==> config.mk <==
export PLATFORM = sky130hd
export DESIGN_NAME = pllpc_top
export DESIGN_NICKNAME = d
export VERILOG_FILES = /design/src/pllpc_pkg.sv /design/src/pllpc_top.sv /design/src/pllpc_osc.sv
export SDC_FILE = /design/constraint.sdc
export NUM_CORES = 1
export LEC_CHECK = 0
export BUFFER_PORTS_ARGS = -buffer_cell sky130_fd_sc_hd__buf_2
export CAP_MARGIN = 25
export CORE_MARGIN = 2
export CORE_UTILIZATION = 61
export DETAILED_ROUTE_END_ITERATION = 10
export GPL_TIMING_DRIVEN = 0
export PLACE_DENSITY = 0.85
export SLEW_MARGIN = 40
export SYNTH_ARGS = -nofsm -noshare
export SYNTH_HDL_FRONTEND = slang
export SYNTH_HIERARCHICAL = 1
export SYNTH_SLANG_ARGS = --single-unit
==> constraint.sdc <==
create_clock -name clk_sys_i -period 5.6 [get_ports clk_sys_i]
set_clock_uncertainty 0.05 [all_clocks]
set_input_delay 1.68 -clock clk_sys_i [delete_from_list [all_inputs] [get_ports clk_sys_i]]
set_output_delay 1.68 -clock clk_sys_i [all_outputs]
set_load 0.01 [all_outputs]
==> src/pllpc_pkg.sv <==
// Package: constants for the PLL phase-comparator block
`default_nettype none
package pllpc_pkg;
  // Reset values of detector state
  localparam logic RST_UP        = 1'b0;
  localparam logic RST_DN        = 1'b0;
  localparam logic RST_SR        = 1'b0;
  localparam logic RST_SIG_Q     = 1'b0;
  localparam logic RST_CMP_Q     = 1'b0;
  localparam logic RST_LOCK      = 1'b1;
  localparam logic RST_XOR       = 1'b0;
  localparam logic RST_DRIVE     = 1'b0;
  localparam logic RST_OE        = 1'b0;
  // Oscillator divider defaults: half period in system clock cycles, counter width in bits
  localparam int   OSC_HALF_DEF  = 50;
  localparam int   OSC_CNT_W     = 16;
  localparam logic [15:0] OSC_CNT_RST = 16'h0000;
  // Oscillator output level after reset and while disabled
  localparam logic RST_OSC       = 1'b0;
endpackage : pllpc_pkg
`default_nettype wire

==> src/pllpc_top.sv <==
// Top: three phase detectors, lock pulse and oscillator gating
// Function
// - XOR output high when inputs differ
// - XOR output ripples at twice input frequency
// - Edge detector reacts to rising edges only
// - Two flops: signal counts up, comparator down
// - Signal leading: drive high for phase gap
// - Signal lagging: drive low for phase gap
// - Signal faster: mostly high, rest tristate
// - Signal slower: mostly low
// - Locked: tristate output, lock pulse high
// - No signal: edge detector drives oscillator down
// - Set/reset detector on rising edges only
// - Set/reset detector spans full cycle phase
// - No signal: set/reset detector drives down
// - Disable high stops oscillator, low enables
// - Oscillator duty cycle held at one half
`timescale 1ns/1ps
`default_nettype none
module pllpc_top #(
  parameter int OSC_W = pllpc_pkg::OSC_CNT_W
) (
  input  wire logic             clk_sys_i,
  input  wire logic             rstn_i,
  input  wire logic             reference_signal_in_i,
  input  wire logic             comparator_in_i,
  input  wire logic             oscillator_disable_i,
  input  wire logic [OSC_W-1:0] oscillator_control_in_i,
  output logic                  xor_detector_out_o,
  output logic                  edge_detector_tristate_out_o,
  output logic                  edge_detector_tristate_oe_o,
  output logic                  setreset_detector_out_o,
  output logic                  lock_pulse_out_o,
  output logic                  oscillator_out_o
);
  // Pump states of the edge detector; one flop per direction
  typedef enum logic [1:0] {
    PUMP_IDLE = 2'b00,
    PUMP_UP   = 2'b01,
    PUMP_DN   = 2'b10
  } pllpc_pump_e;

  // Rise seen when the pin is high now and was low one edge ago
  function automatic logic rise_of(
    input logic now_lvl,
    input logic last_lvl
  );
    return now_lvl & ~last_lvl;
  endfunction : rise_of

  // Any pump state but idle drives the pin
  function automatic logic drives_pin(
    input pllpc_pump_e state
  );
    return state != PUMP_IDLE;
  endfunction : drives_pin

  // Input history for rising-edge detection
  logic        sig_q;
  logic        cmp_q;
  logic        next_sig_q;
  logic        next_cmp_q;
  logic        sig_rise;
  logic        cmp_rise;

  // Exclusive-or detector
  logic        xo;
  logic        next_xo;

  // Edge-frequency detector state and registered pin stage
  pllpc_pump_e pump;
  pllpc_pump_e next_pump;
  logic        pd;
  logic        next_pd;
  logic        oe;
  logic        next_oe;
  logic        lk;
  logic        next_lk;

  // Set/reset detector
  logic        sr;
  logic        next_sr;

  // Rising edges only; input duty cycle has no effect here
  assign sig_rise = rise_of(reference_signal_in_i, sig_q);
  assign cmp_rise = rise_of(comparator_in_i, cmp_q);

  // Next input history: plain copy of the pins
  always_comb begin
    next_sig_q = reference_signal_in_i;
    next_cmp_q = comparator_in_i;
  end

  // Reset low, so a pin already high at release counts as a rise
  always_ff @(posedge clk_sys_i or negedge rstn_i) begin
    if (!rstn_i) begin
      sig_q <= pllpc_pkg::RST_SIG_Q;
      cmp_q <= pllpc_pkg::RST_CMP_Q;
    end else begin
      sig_q <= next_sig_q;
      cmp_q <= next_cmp_q;
    end
  end

  // Level difference; toggles on both edges of either pin
  always_comb begin
    next_xo = reference_signal_in_i ^ comparator_in_i;
  end

  // Registered so the pin comes straight from a flop
  always_ff @(posedge clk_sys_i or negedge rstn_i) begin
    if (!rstn_i) begin
      xo <= pllpc_pkg::RST_XOR;
    end else begin
      xo <= next_xo;
    end
  end

  // Up-down counter: signal rise counts up, comparator rise down
  always_comb begin
    next_pump = pump;
    unique case (pump)
      PUMP_IDLE: begin
        if (sig_rise && !cmp_rise) begin
          next_pump = PUMP_UP;
        end else if (cmp_rise && !sig_rise) begin
          next_pump = PUMP_DN;
        end else begin
          next_pump = PUMP_IDLE;  // Rises on both pins cancel
        end
      end
      PUMP_UP: begin
        // Further signal rises saturate; a comparator rise sets the
        // second flop and both set clears both at once
        if (cmp_rise) begin
          next_pump = PUMP_IDLE;
        end else begin
          next_pump = PUMP_UP;
        end
      end
      PUMP_DN: begin
        // Without signal rises this never leaves: loop pulled low
        if (sig_rise) begin
          next_pump = PUMP_IDLE;
        end else begin
          next_pump = PUMP_DN;
        end
      end
      default: begin
        // Both flops set is never held; clear as the gating would
        next_pump = PUMP_IDLE;
      end
    endcase
  end

  // Pump flops; both clear after reset
  always_ff @(posedge clk_sys_i or negedge rstn_i) begin
    if (!rstn_i) begin
      pump <= pllpc_pump_e'({pllpc_pkg::RST_DN, pllpc_pkg::RST_UP});
    end else begin
      pump <= next_pump;
    end
  end

  // Pin stage follows the pump: up high, down low, idle floats
  always_comb begin
    next_pd = (next_pump == PUMP_UP);
    next_oe = drives_pin(next_pump);
    // Lock is a level here, high whenever no correction is driven
    next_lk = ~drives_pin(next_pump);
  end

  // Registered pin stage keeps the pump pins glitch free
  always_ff @(posedge clk_sys_i or negedge rstn_i) begin
    if (!rstn_i) begin
      pd <= pllpc_pkg::RST_DRIVE;
      oe <= pllpc_pkg::RST_OE;
      lk <= pllpc_pkg::RST_LOCK;
    end else begin
      pd <= next_pd;
      oe <= next_oe;
      lk <= next_lk;
    end
  end

  // Set by signal, cleared by comparator; the set wins a tie so a
  // lost set cannot pull the loop toward the low end
  always_comb begin
    next_sr = sr;
    if (cmp_rise) begin
      next_sr = 1'b0;
    end
    if (sig_rise) begin
      next_sr = 1'b1;
    end
  end

  // Set/reset flop; low after reset like an idle loop
  always_ff @(posedge clk_sys_i or negedge rstn_i) begin
    if (!rstn_i) begin
      sr <= pllpc_pkg::RST_SR;
    end else begin
      sr <= next_sr;
    end
  end

  // Every detector pin comes straight from its flop
  assign xor_detector_out_o           = xo;
  assign edge_detector_tristate_out_o = pd;
  assign edge_detector_tristate_oe_o  = oe;
  assign lock_pulse_out_o             = lk;
  assign setreset_detector_out_o      = sr;

  // Oscillator output is registered inside; loop closes outside
  pllpc_osc #(
    .W(OSC_W)
  ) u_osc (
    .clk_sys_i            (clk_sys_i),
    .rstn_i               (rstn_i),
    .oscillator_disable_i (oscillator_disable_i),
    .oscillator_control_i (oscillator_control_in_i),
    .oscillator_o         (oscillator_out_o)
  );
endmodule : pllpc_top
`default_nettype wire

==> src/pllpc_osc.sv <==
// Oscillator model: numeric control word sets the half period
`timescale 1ns/1ps
`default_nettype none
module pllpc_osc #(
  parameter int W = pllpc_pkg::OSC_CNT_W
) (
  input  wire logic         clk_sys_i,
  input  wire logic         rstn_i,
  input  wire logic         oscillator_disable_i,
  input  wire logic [W-1:0] oscillator_control_i,
  output logic              oscillator_o
);
  logic [W-1:0] cnt;
  logic [W-1:0] next_cnt;
  logic         osc;
  logic         next_osc;
  logic [W-1:0] half;

  // Zero control would stall; clamp to one cycle per half period
  assign half = (oscillator_control_i == '0) ? W'(1) : oscillator_control_i;

  // Equal high and low halves keep the duty cycle at one half
  always_comb begin
    next_cnt = cnt;
    next_osc = osc;
    if (oscillator_disable_i) begin
      next_cnt = '0;
      next_osc = pllpc_pkg::RST_OSC;
    end else if (cnt >= half - W'(1)) begin
      next_cnt = '0;
      next_osc = ~osc;
    end else begin
      next_cnt = cnt + W'(1);
    end
  end

  always_ff @(posedge clk_sys_i or negedge rstn_i) begin
    if (!rstn_i) begin
      cnt <= W'(pllpc_pkg::OSC_CNT_RST);
      osc <= pllpc_pkg::RST_OSC;
    end else begin
      cnt <= next_cnt;
      osc <= next_osc;
    end
  end

  assign oscillator_o = osc;
endmodule : pllpc_osc
`default_nettype wire

==> impl_metrics.py, run 1 <==
metrics = {
    "status": {
        "status": "finished clean",
    },
    "clocking": {
        "clk_latency_ps": 310,
        "clk_pin_slew_ps": 130,
        "cts-root-buf": "clkbuf_4",
        "cts_setup_buffers": 0,
        "cts.sinks": 26,
        "cts_buffer_depth": 2,
        "cts_tree": "built",
        "cts_buffers": 3,
        "post_cts_resized": 0,
        "cts.htree.levels": 1,
        "cts_hold_buf": 0,
    },
    "detailed_routing": {
        "dr.max_layer_used": "met4",
        "wl_met1_microns": 1500,
        "routed_wl_microns": 3540,
        "via_per_inst": 5.82,
        "wl_met3_microns": 179,
        "wl_met2_microns": 1820,
        "drt-pass1-iter-count": 4,
        "drc_errors": 0,
        "drt_iter0_drc": 87,
        "antenna_left": 0,
        "num_vias": 1426,
        "routedWlPerCell_microns": 14.4,
    },
    "final_layout": {
        "nNetsFinal": 254,
        "fillers": 209,
        "stdcell_area_sq_um": 1940,
        "finalCoreUtilization_pct": 71.1,
        "area_growth_pct": 11.2,
        "seq_area_sq_um": 652,
        "final_cells": 245,
        "n_antenna_cell": 0,
        "final_cell_mix": "nor2_1, buf_2, dfrtp_1, ha_1, nand2_1",
        "multi_input_area_sq_um": 1050,
        "drive_gt1_share_pct": 19.6,
    },
    "critical_path": {
        "slowest_stage": "or4_4",
        "cp.arrival_ps": 5360,
        "crit_type": "input pin to flop",
        "regToRegEndpoint": "u_osc/oscillator_o",
        "crit_fanout": 8,
        "reg2reg_depth": 6,
        "rrSetupSlack_ps": 3320,
        "start_kind": "input pin",
        "max_stage_delay_ps": 530,
        "end_kind": "flop",
        "cp.required_ps": 5750,
        "r2r-start": "u_osc/cnt[9]",
        "cp_cell_sequence": "buf_2 -> nor4_1 -> nor2b_1 -> nor2b_1 -> a21oi_1 -> ha_1 -> and3_1 -> nand2_1 -> nor4_1 -> xnor2_1 -> ha_1 -> and4_4 -> o211ai_2 -> or4_4 -> nand3_4 -> mux2_4",
    },
    "sta": {
        "min_period_ps": 5210,
        "drv_slew": 0,
        "period_share_pct": 93.0,
        "grt_setup_unrepaired": "false",
        "setup_tns_ps": 0,
        "tightest_slew_ps": 549,
        "fmax_ghz": 0.192,
        "slew_headroom_pct": 63.4,
        "setup_viol": 0,
        "hold_violations": 0,
    },
    "die": {
        "fp.dieW_microns": 57.6,
        "start_util_pct": 64.0,
        "ios": 27,
        "core_sq_um": 2730,
        "fp.dieArea_sq_um": 3310,
        "rows": 19,
        "fp.dieH_microns": 57.6,
    },
    "global_routing": {
        "globalRouteOverflowTotal": 0,
        "grt.total_usage_pct": 24.7,
        "grt_max_degree": 27,
        "grt_pass1_wl_microns": 6410,
        "grt_pass1_vias": 1457,
        "antenna_found_initial": 0,
    },
    "logic_synthesis": {
        "syn-cell-area_sq_um": 1750,
        "synth-seq-area-share_pct": 37.3,
        "synthDistinctLibCells": 36,
        "syn-num-nets": 223,
        "synth_seq_cells": 26,
        "synth.avg_cell_area_sq_um": 9.51,
        "ys_warn_count": 6,
        "synthCells": 184,
    },
    "power_and_ir_drop": {
        "p_leak_nw": 0.915,
        "peakVddDrop_uv": 193,
        "power_density_nw_per_um2": 182,
        "p_total_w": 0.000355,
    },
    "min_path": {
        "min_from": "pump[0]",
        "hold_depth": 1,
        "hp-class": "flop to flop",
        "hold_end": "pump[1]",
    },
    "place": {
        "place.gp.congestion": 0.767,
        "placed_cell_area_sq_um": 1920,
        "dpl.hpwl_microns": 2890,
        "dp_cells": 241,
        "numPortBuffers": 26,
    },
    "run": {
        "drv_cap": 0,
    },
}
==> power breakdown <==
part,leakage [nW],switching [W],internal [W]
clock network,0.0150,0.0000497,0.0000278
registers,0.341,0.00000794,0.000200
logic,0.559,0.0000385,0.0000304
total,0.915,0.0000961,0.000259
==> registers in the layout, summed over array words and instances (netlist names) <==
| name | cells |
|---|---|
| cmp_q | 1 |
| setreset_detector_out_o | 1 |
| pump | 2 |
| edge_detector_tristate_oe_o | 1 |
| xor_detector_out_o | 1 |
| u_osc/oscillator_o | 1 |
| edge_detector_tristate_out_o | 1 |
| lock_pulse_out_o | 1 |
| sig_q | 1 |
| u_osc/cnt | 16 |
==> synth_stat cells <==
cell type	number	share of area, %
a2111oi_0	1	0.50
a211oi_1	1	0.43
a21oi_1	10	2.9
a221oi_1	2	1.0
a221oi_2	1	0.86
a31o_2	1	0.50
and3_1	5	1.8
and4_1	1	0.50
and4_4	2	1.3
buf_6	1	0.64
dfrtp_1	25	36
dfstp_2	1	1.5
ha_1	18	13
inv_1	9	1.9
mux2_4	1	0.86
nand2_1	16	3.4
nand2b_1	3	1.1
nand3_1	7	2.0
nand3_4	1	1.0
nand3b_1	1	0.43
nand4_1	3	1.1
nor2_1	26	5.6
nor2b_1	2	0.72
nor3_1	4	1.1
nor3_2	1	0.57
nor3_4	1	0.93
nor4_1	3	1.1
o211ai_2	1	0.72
o21a_1	2	0.86
o21ai_0	4	1.1
or2_1	1	0.36
or2b_1	1	0.43
or3_1	1	0.36
or4_4	2	1.3
xnor2_1	12	6.0
xor2_1	13	6.5
==> how the worst max path moves through the flow <==
stage / start / end / slack [ps] / cells after the start
floorplan: oscillator_control_in_i[6] / u_osc/oscillator_o / 660 / 15
global placement: oscillator_control_in_i[6] / u_osc/oscillator_o / 290 / 16
detailed placement: oscillator_control_in_i[6] / u_osc/oscillator_o / 120 / 16
CTS: oscillator_control_in_i[6] / u_osc/oscillator_o / 440 / 16
global route: oscillator_control_in_i[6] / u_osc/oscillator_o / 140 / 16
finish: oscillator_control_in_i[6] / u_osc/oscillator_o / 390 / 16
==> cell type report <==
cell class                 instances  share of cell area (%)
sequential                        26                    33.5
timing repair buffer              26                    6.69
tap                               31                    1.99
buffer                             1                   0.579
multi-input combinational        148                    54.1
clock buffer                       4                    1.35
inverter                           9                    1.74
==> layer usage <==
metal  up-vias  GRT usage (%)
li1        704              -
met1       672           31.5
met2        44           41.9
met3         6           3.40
met4         0           10.3
met5         -              0
==> critical path: cells and delay by family <==
family          cells  cell delay, ps
mux                 1             310
buf+inv             1             130
simple gates        9            2320
fa+ha+maj           2             550
compound gates      2             230
xor+xnor            1             140
==> cell families after synthesis <==
| kind of cell | share of synthesized area (%) |
|---|---|
| buffers and inverters | 2.57 |
| adders and majority gates | 12.9 |
| muxes | 0.858 |
| xor gates and xnor gates | 12.5 |
| DFF | 37.3 |
| and+or+nand+nor | 25.0 |
| AOI/OAI and AO/OA | 8.87 |
==> per-stage QoR <==
step / worst slack, ps / hold slack (ps)
after CTS: 435 / 431
after global placement: 285 / 396
after detailed placement: 115 / 413
final: 390 / 429
after floorplan: 661 / 376
after global routing: 142 / 445
Note: power is estimated with default switching activity, not from simulation.
==> run 2: changes to the inputs <==
--- a/config.mk
+++ b/config.mk
@@ -10,8 +10,9 @@
 export CORE_MARGIN = 2
 export CORE_UTILIZATION = 61
 export DETAILED_ROUTE_END_ITERATION = 10
+export GPL_ROUTABILITY_DRIVEN = 0
 export GPL_TIMING_DRIVEN = 0
-export PLACE_DENSITY = 0.85
+export PLACE_DENSITY = 0.94
 export SLEW_MARGIN = 40
 export SYNTH_ARGS = -nofsm -noshare
 export SYNTH_HDL_FRONTEND = slang
==> run 2 against run 1 <==
  * Largest power group unchanged
  * Maximum frequency grew 0.27%
  * Die area is the same
  * Sequential share of layout area shrank 0.45 points
  * Worst setup slack gained 14 ps
  * Final cell count is the same
==> impl_metrics.py, run 2 (same netlist as run 1, synthesis figures left out) <==
metrics = {
    "final_layout": {
        "regMostFlops": "u_osc/cnt",
        "final_cell_mix": "nor2_1, buf_2, dfrtp_1, ha_1, nand2_1",
        "reg.largest.list": "u_osc/cnt (16), pump (2)",
        "nNetsFinal": 254,
        "area_growth_pct": 12.7,
        "n_antenna_cell": 0,
        "largest_register_ffs": 16,
        "drive_gt1_share_pct": 20.1,
    },
    "sta": {
        "timing.hold.ws_ps": 424,
        "fmax_ghz": 0.192,
        "hold_violations": 0,
        "slew_headroom_pct": 62.7,
        "drv_slew": 0,
        "setup_viol": 0,
        "period_share_pct": 92.8,
        "grt_setup_unrepaired": "false",
        "min_period_ps": 5200,
        "tightest_slew_ps": 560,
        "setup_tns_ps": 0,
    },
    "global_routing": {
        "globalRouteOverflowTotal": 0,
        "grt_pass1_vias": 1421,
        "grt.total_usage_pct": 22.6,
        "antenna_found_initial": 0,
        "grt_pass1_wl_microns": 5860,
        "grt_max_degree": 27,
    },
    "clocking": {
        "clk_pin_slew_ps": 140,
        "cts_buffers": 3,
        "cts_buffer_depth": 2,
        "post_cts_resized": 0,
        "cts.sinks": 26,
        "clk_latency_ps": 310,
        "cts_tree": "built",
        "cts_hold_buf": 0,
        "cts-root-buf": "clkbuf_4",
        "cts.htree.levels": 1,
        "cts_setup_buffers": 0,
    },
    "detailed_routing": {
        "routedWlPerCell_microns": 13.5,
        "num_vias": 1391,
        "antenna_left": 0,
        "drc_errors": 0,
        "via_per_inst": 5.68,
        "drt_iter0_drc": 45,
        "routed_wl_microns": 3310,
        "drt-pass1-iter-count": 4,
    },
    "critical_path": {
        "end_kind": "flop",
        "crit_fanout": 8,
        "max_stage_delay_ps": 530,
        "cp_cell_sequence": "buf_2 -> nor4_1 -> nor2b_1 -> nor2b_1 -> a21oi_1 -> ha_1 -> and3_1 -> nand2_1 -> nor4_1 -> xnor2_1 -> ha_1 -> and4_4 -> o211ai_2 -> or4_4 -> nand3_4 -> mux2_4",
        "cp.required_ps": 5770,
        "r2r-start": "u_osc/cnt[9]",
        "timing.critical_path.to": "u_osc/oscillator_o",
        "cp.arrival_ps": 5360,
        "crit_start": "oscillator_control_in_i[6]",
        "crit_type": "input pin to flop",
        "slowest_stage": "or4_4",
        "regToRegEndpoint": "u_osc/oscillator_o",
        "reg2reg_depth": 6,
        "start_kind": "input pin",
        "rrSetupSlack_ps": 3330,
    },
    "power_and_ir_drop": {
        "power_density_nw_per_um2": 205,
        "p_total_w": 0.000403,
        "p_leak_nw": 0.928,
        "peakVddDrop_uv": 256,
    },
    "die": {
        "fp.dieH_microns": 57.6,
        "rows": 19,
        "core_sq_um": 2730,
        "start_util_pct": 64.0,
        "fp.dieW_microns": 57.6,
        "fp.dieArea_sq_um": 3310,
        "ios": 27,
    },
    "place": {
        "dpl.hpwl_microns": 2650,
        "numPortBuffers": 26,
    },
    "min_path": {
        "hp-class": "flop to flop",
    },
    "run": {
        "drv_cap": 0,
    },
    "status": {
        "status": "finished clean",
    },
}
[run 2: cell types whose count changed in the layout (fill, tap and decap cells not counted), sizes merged]
cell	before	now
bufinv	0	1
clkbuf	4	3
[run 2: layer usage]
layer / track usage [%] / wire [microns]
met3: 3.17 / 155
met5: 0 / 0
met4: 10.6 / 25
met1: 28.4 / 1470
met2: 38.5 / 1660
[run 2: power by group]
part / leakage, nW / switching [W] / total (W) / internal [W]
clock network: 0.0279 / 0.0000540 / 0.000126 / 0.0000724
registers: 0.341 / 0.00000741 / 0.000208 / 0.000200
logic: 0.559 / 0.0000387 / 0.0000690 / 0.0000303
[run 2: stage by stage]
step                      utilization (%)  cell area [sq um]  cells  setup slack (ps)
final                                72.1               1970    245               403
after detailed placement             70.2               1920    241              97.9
after floorplan                         -               1750    184               661
after global placement               70.2               1920    241               212
after CTS                            72.1               1970    245               430
after global routing                 72.1               1970    245               239
[run 2: final cells by class]
| class | instances | area (sq um) |
|---|---|---|
| Buffer | 1 | 11.3 |
| Sequential cell | 26 | 652 |
| Timing Repair Buffer | 26 | 130 |
| Inverter | 9 | 33.8 |
| Multi-Input combinational cell | 148 | 1050 |
| Clock inverter | 1 | 30.0 |
| Fill cell | 206 | 763 |
| Clock buffer | 3 | 22.5 |
| Tap cell | 31 | 38.8 |
[run 2: worst min path at each step]
stage	startpoint	endpoint	slack, ps	cells past startpoint
floorplan	pump[0]	pump[1]	380	1
global placement	pump[0]	pump[1]	390	1
detailed placement	pump[0]	pump[1]	410	1
CTS	pump[0]	pump[1]	430	1
global route	pump[0]	pump[1]	430	1
finish	pump[0]	pump[1]	420	1
[run 2: worst max-delay path, delay by kind of cell]
family	cells	cell delay [ps]
AND/OR/NAND/NOR	9	2340
adder cells (fa/ha/maj)	2	540
buffers and inverters	1	120
multiplexers	1	310
XOR/XNOR	1	130
AO/OA/AOI/OAI	2	230
==> run 3: changes to the inputs <==
--- a/config.mk
+++ b/config.mk
@@ -8,11 +8,11 @@
 export BUFFER_PORTS_ARGS = -buffer_cell sky130_fd_sc_hd__buf_2
 export CAP_MARGIN = 25
 export CORE_MARGIN = 2
-export CORE_UTILIZATION = 61
+export CORE_UTILIZATION = 55
 export DETAILED_ROUTE_END_ITERATION = 10
 export GPL_ROUTABILITY_DRIVEN = 0
 export GPL_TIMING_DRIVEN = 0
-export PLACE_DENSITY = 0.94
+export PLACE_DENSITY = 0.87
 export SLEW_MARGIN = 40
 export SYNTH_ARGS = -nofsm -noshare
 export SYNTH_HDL_FRONTEND = slang
==> run 3 against run 2 <==
  * Register-to-register slack barely moved
  * Via count fell by 0.43%
  * Global-route usage fell by 3.2 points
  * Combinational power fell by 1%
  * First-iteration DRC count fell by 20%
  * Sequential power barely moved
  * Power fell by 8.8%
  * Final cell count rose by 5.3%
  * Maximum frequency rose by 2.4%
  * Final area did not move
==> impl_metrics.py, run 3 (same netlist as run 1, synthesis figures left out) <==
metrics = {
    "place": {
        "numPortBuffers": 26,
        "dpl.hpwl_microns": 2600,
        "dp_cells": 254,
        "placed_cell_area_sq_um": 1930,
    },
    "min_path": {
        "hold_end": "pump[1]",
        "hp-class": "flop to flop",
        "hold_depth": 1,
        "min_from": "pump[0]",
    },
    "clocking": {
        "cts.sinks": 26,
        "cts_setup_buffers": 0,
        "clk_pin_slew_ps": 130,
        "cts_buffer_depth": 2,
        "cts_hold_buf": 0,
        "clk_latency_ps": 310,
        "cts_buffers": 3,
        "cts-root-buf": "clkbuf_4",
        "cts_tree": "built",
        "cts.htree.levels": 1,
        "post_cts_resized": 0,
    },
    "final_layout": {
        "nNetsFinal": 254,
        "area_growth_pct": 12.7,
        "reg.largest.list": "u_osc/cnt (16), pump (2)",
        "largest_register_ffs": 16,
        "final_cell_mix": "nor2_1, buf_2, dfrtp_1, ha_1, nand2_1",
        "regMostFlops": "u_osc/cnt",
        "final_cells": 258,
        "drive_gt1_share_pct": 20.1,
        "stdcell_area_sq_um": 1970,
        "n_antenna_cell": 0,
        "fillers": 254,
    },
    "detailed_routing": {
        "drc_errors": 0,
        "routed_wl_microns": 3200,
        "routedWlPerCell_microns": 12.4,
        "drt_iter0_drc": 36,
        "drt-pass1-iter-count": 4,
        "num_vias": 1385,
        "via_per_inst": 5.37,
        "antenna_left": 0,
    },
    "sta": {
        "slew_headroom_pct": 62.9,
        "grt_setup_unrepaired": "false",
        "hold_violations": 0,
        "period_share_pct": 90.6,
        "min_period_ps": 5070,
        "tightest_slew_ps": 556,
        "drv_slew": 0,
        "setup_tns_ps": 0,
        "setup_viol": 0,
        "fmax_ghz": 0.197,
    },
    "status": {
        "status": "finished clean",
    },
    "die": {
        "start_util_pct": 57.8,
        "fp.dieArea_sq_um": 3650,
        "core_sq_um": 3030,
        "ios": 27,
        "fp.dieH_microns": 60.4,
        "fp.dieW_microns": 60.4,
        "rows": 20,
    },
    "critical_path": {
        "cp.arrival_ps": 5240,
        "cp.required_ps": 5770,
        "regToRegEndpoint": "u_osc/oscillator_o",
        "start_kind": "input pin",
        "rrSetupSlack_ps": 3320,
        "reg2reg_depth": 6,
        "r2r-start": "u_osc/cnt[9]",
        "crit_type": "input pin to flop",
        "crit_fanout": 8,
        "end_kind": "flop",
    },
    "global_routing": {
        "globalRouteOverflowTotal": 0,
        "grt_pass1_vias": 1341,
        "grt_max_degree": 27,
        "grt.total_usage_pct": 19.4,
        "antenna_found_initial": 0,
        "grt_pass1_wl_microns": 5390,
    },
    "run": {
        "drv_cap": 0,
    },
    "power_and_ir_drop": {
        "p_leak_nw": 0.921,
        "peakVddDrop_uv": 166,
        "power_density_nw_per_um2": 186,
    },
}
==> run 3: cell types whose count changed in the layout (fill, tap and decap cells not counted) <==
cell / change
bufinv_16: -1
clkbuf_8: +1
==> run 3: worst max-delay path by stage <==
stage / end / from / cells after the start / slack [ps]
4_1_cts: u_osc/oscillator_o / oscillator_control_in_i[6] / 16 / 520
2_1_floorplan: u_osc/oscillator_o / oscillator_control_in_i[6] / 15 / 660
3_5_place_dp: u_osc/oscillator_o / oscillator_control_in_i[6] / 16 / 170
6_report: u_osc/oscillator_o / oscillator_control_in_i[6] / 16 / 530
3_3_place_gp: u_osc/oscillator_o / oscillator_control_in_i[6] / 16 / 200
5_1_grt: u_osc/oscillator_o / oscillator_control_in_i[6] / 16 / 290
==> run 3: worst max-delay path, cell delays in order <==
cell      delay, ps
buf_2           130
nor4_1          340
nor2b_1         280
nor2b_1         310
a21oi_1         150
ha_1            230
and3_1          200
nand2_1         110
nor4_1           60
xnor2_1         120
ha_1            300
and4_4          240
o211ai_2         80
or4_4           530
nand3_4         160
mux2_4          320
==> run 3: metal layers <==
metal  up-vias  wire (microns)  global-route usage, %
li1        709               -                      -
met4         0              27                   4.76
met3         4             100                   1.71
met1       651            1520                   24.7
met2        21            1550                   35.7
met5         -               0                      0
==> run 3: final cells by class <==
class	count	area, sq um	share of cell area (%)
sequential	26	652	33.1
clock buffer	4	36.3	1.84
multi-input combinational	148	1050	53.4
buffer	1	11.3	0.571
inverter	9	33.8	1.71
tap	44	55.1	2.79
timing repair buffer	26	130	6.60
==> run 3: through the flow <==
| step | setup WS (ps) | util [%] | hold slack (ps) | total power [W] |
|---|---|---|---|---|
| finish | 527 | 65.1 | 417 | 0.000367 |
| global route | 288 | 65.1 | 426 | 0.000387 |
| CTS | 523 | 65.1 | 425 | 0.000374 |
| detailed placement | 171 | 63.9 | 407 | 0.000281 |
| global placement | 200 | 63.9 | 395 | 0.000277 |
| floorplan | 661 | - | 376 | 0.000249 |
==> run 3: where the power goes <==
group | switching [W] | internal, W | leakage, nW
Clock | 0.0000517 | 0.0000398 | 0.0210
Sequential | 0.00000733 | 0.000200 | 0.341
Combinational | 0.0000380 | 0.0000303 | 0.559
Total | 0.0000971 | 0.000270 | 0.921
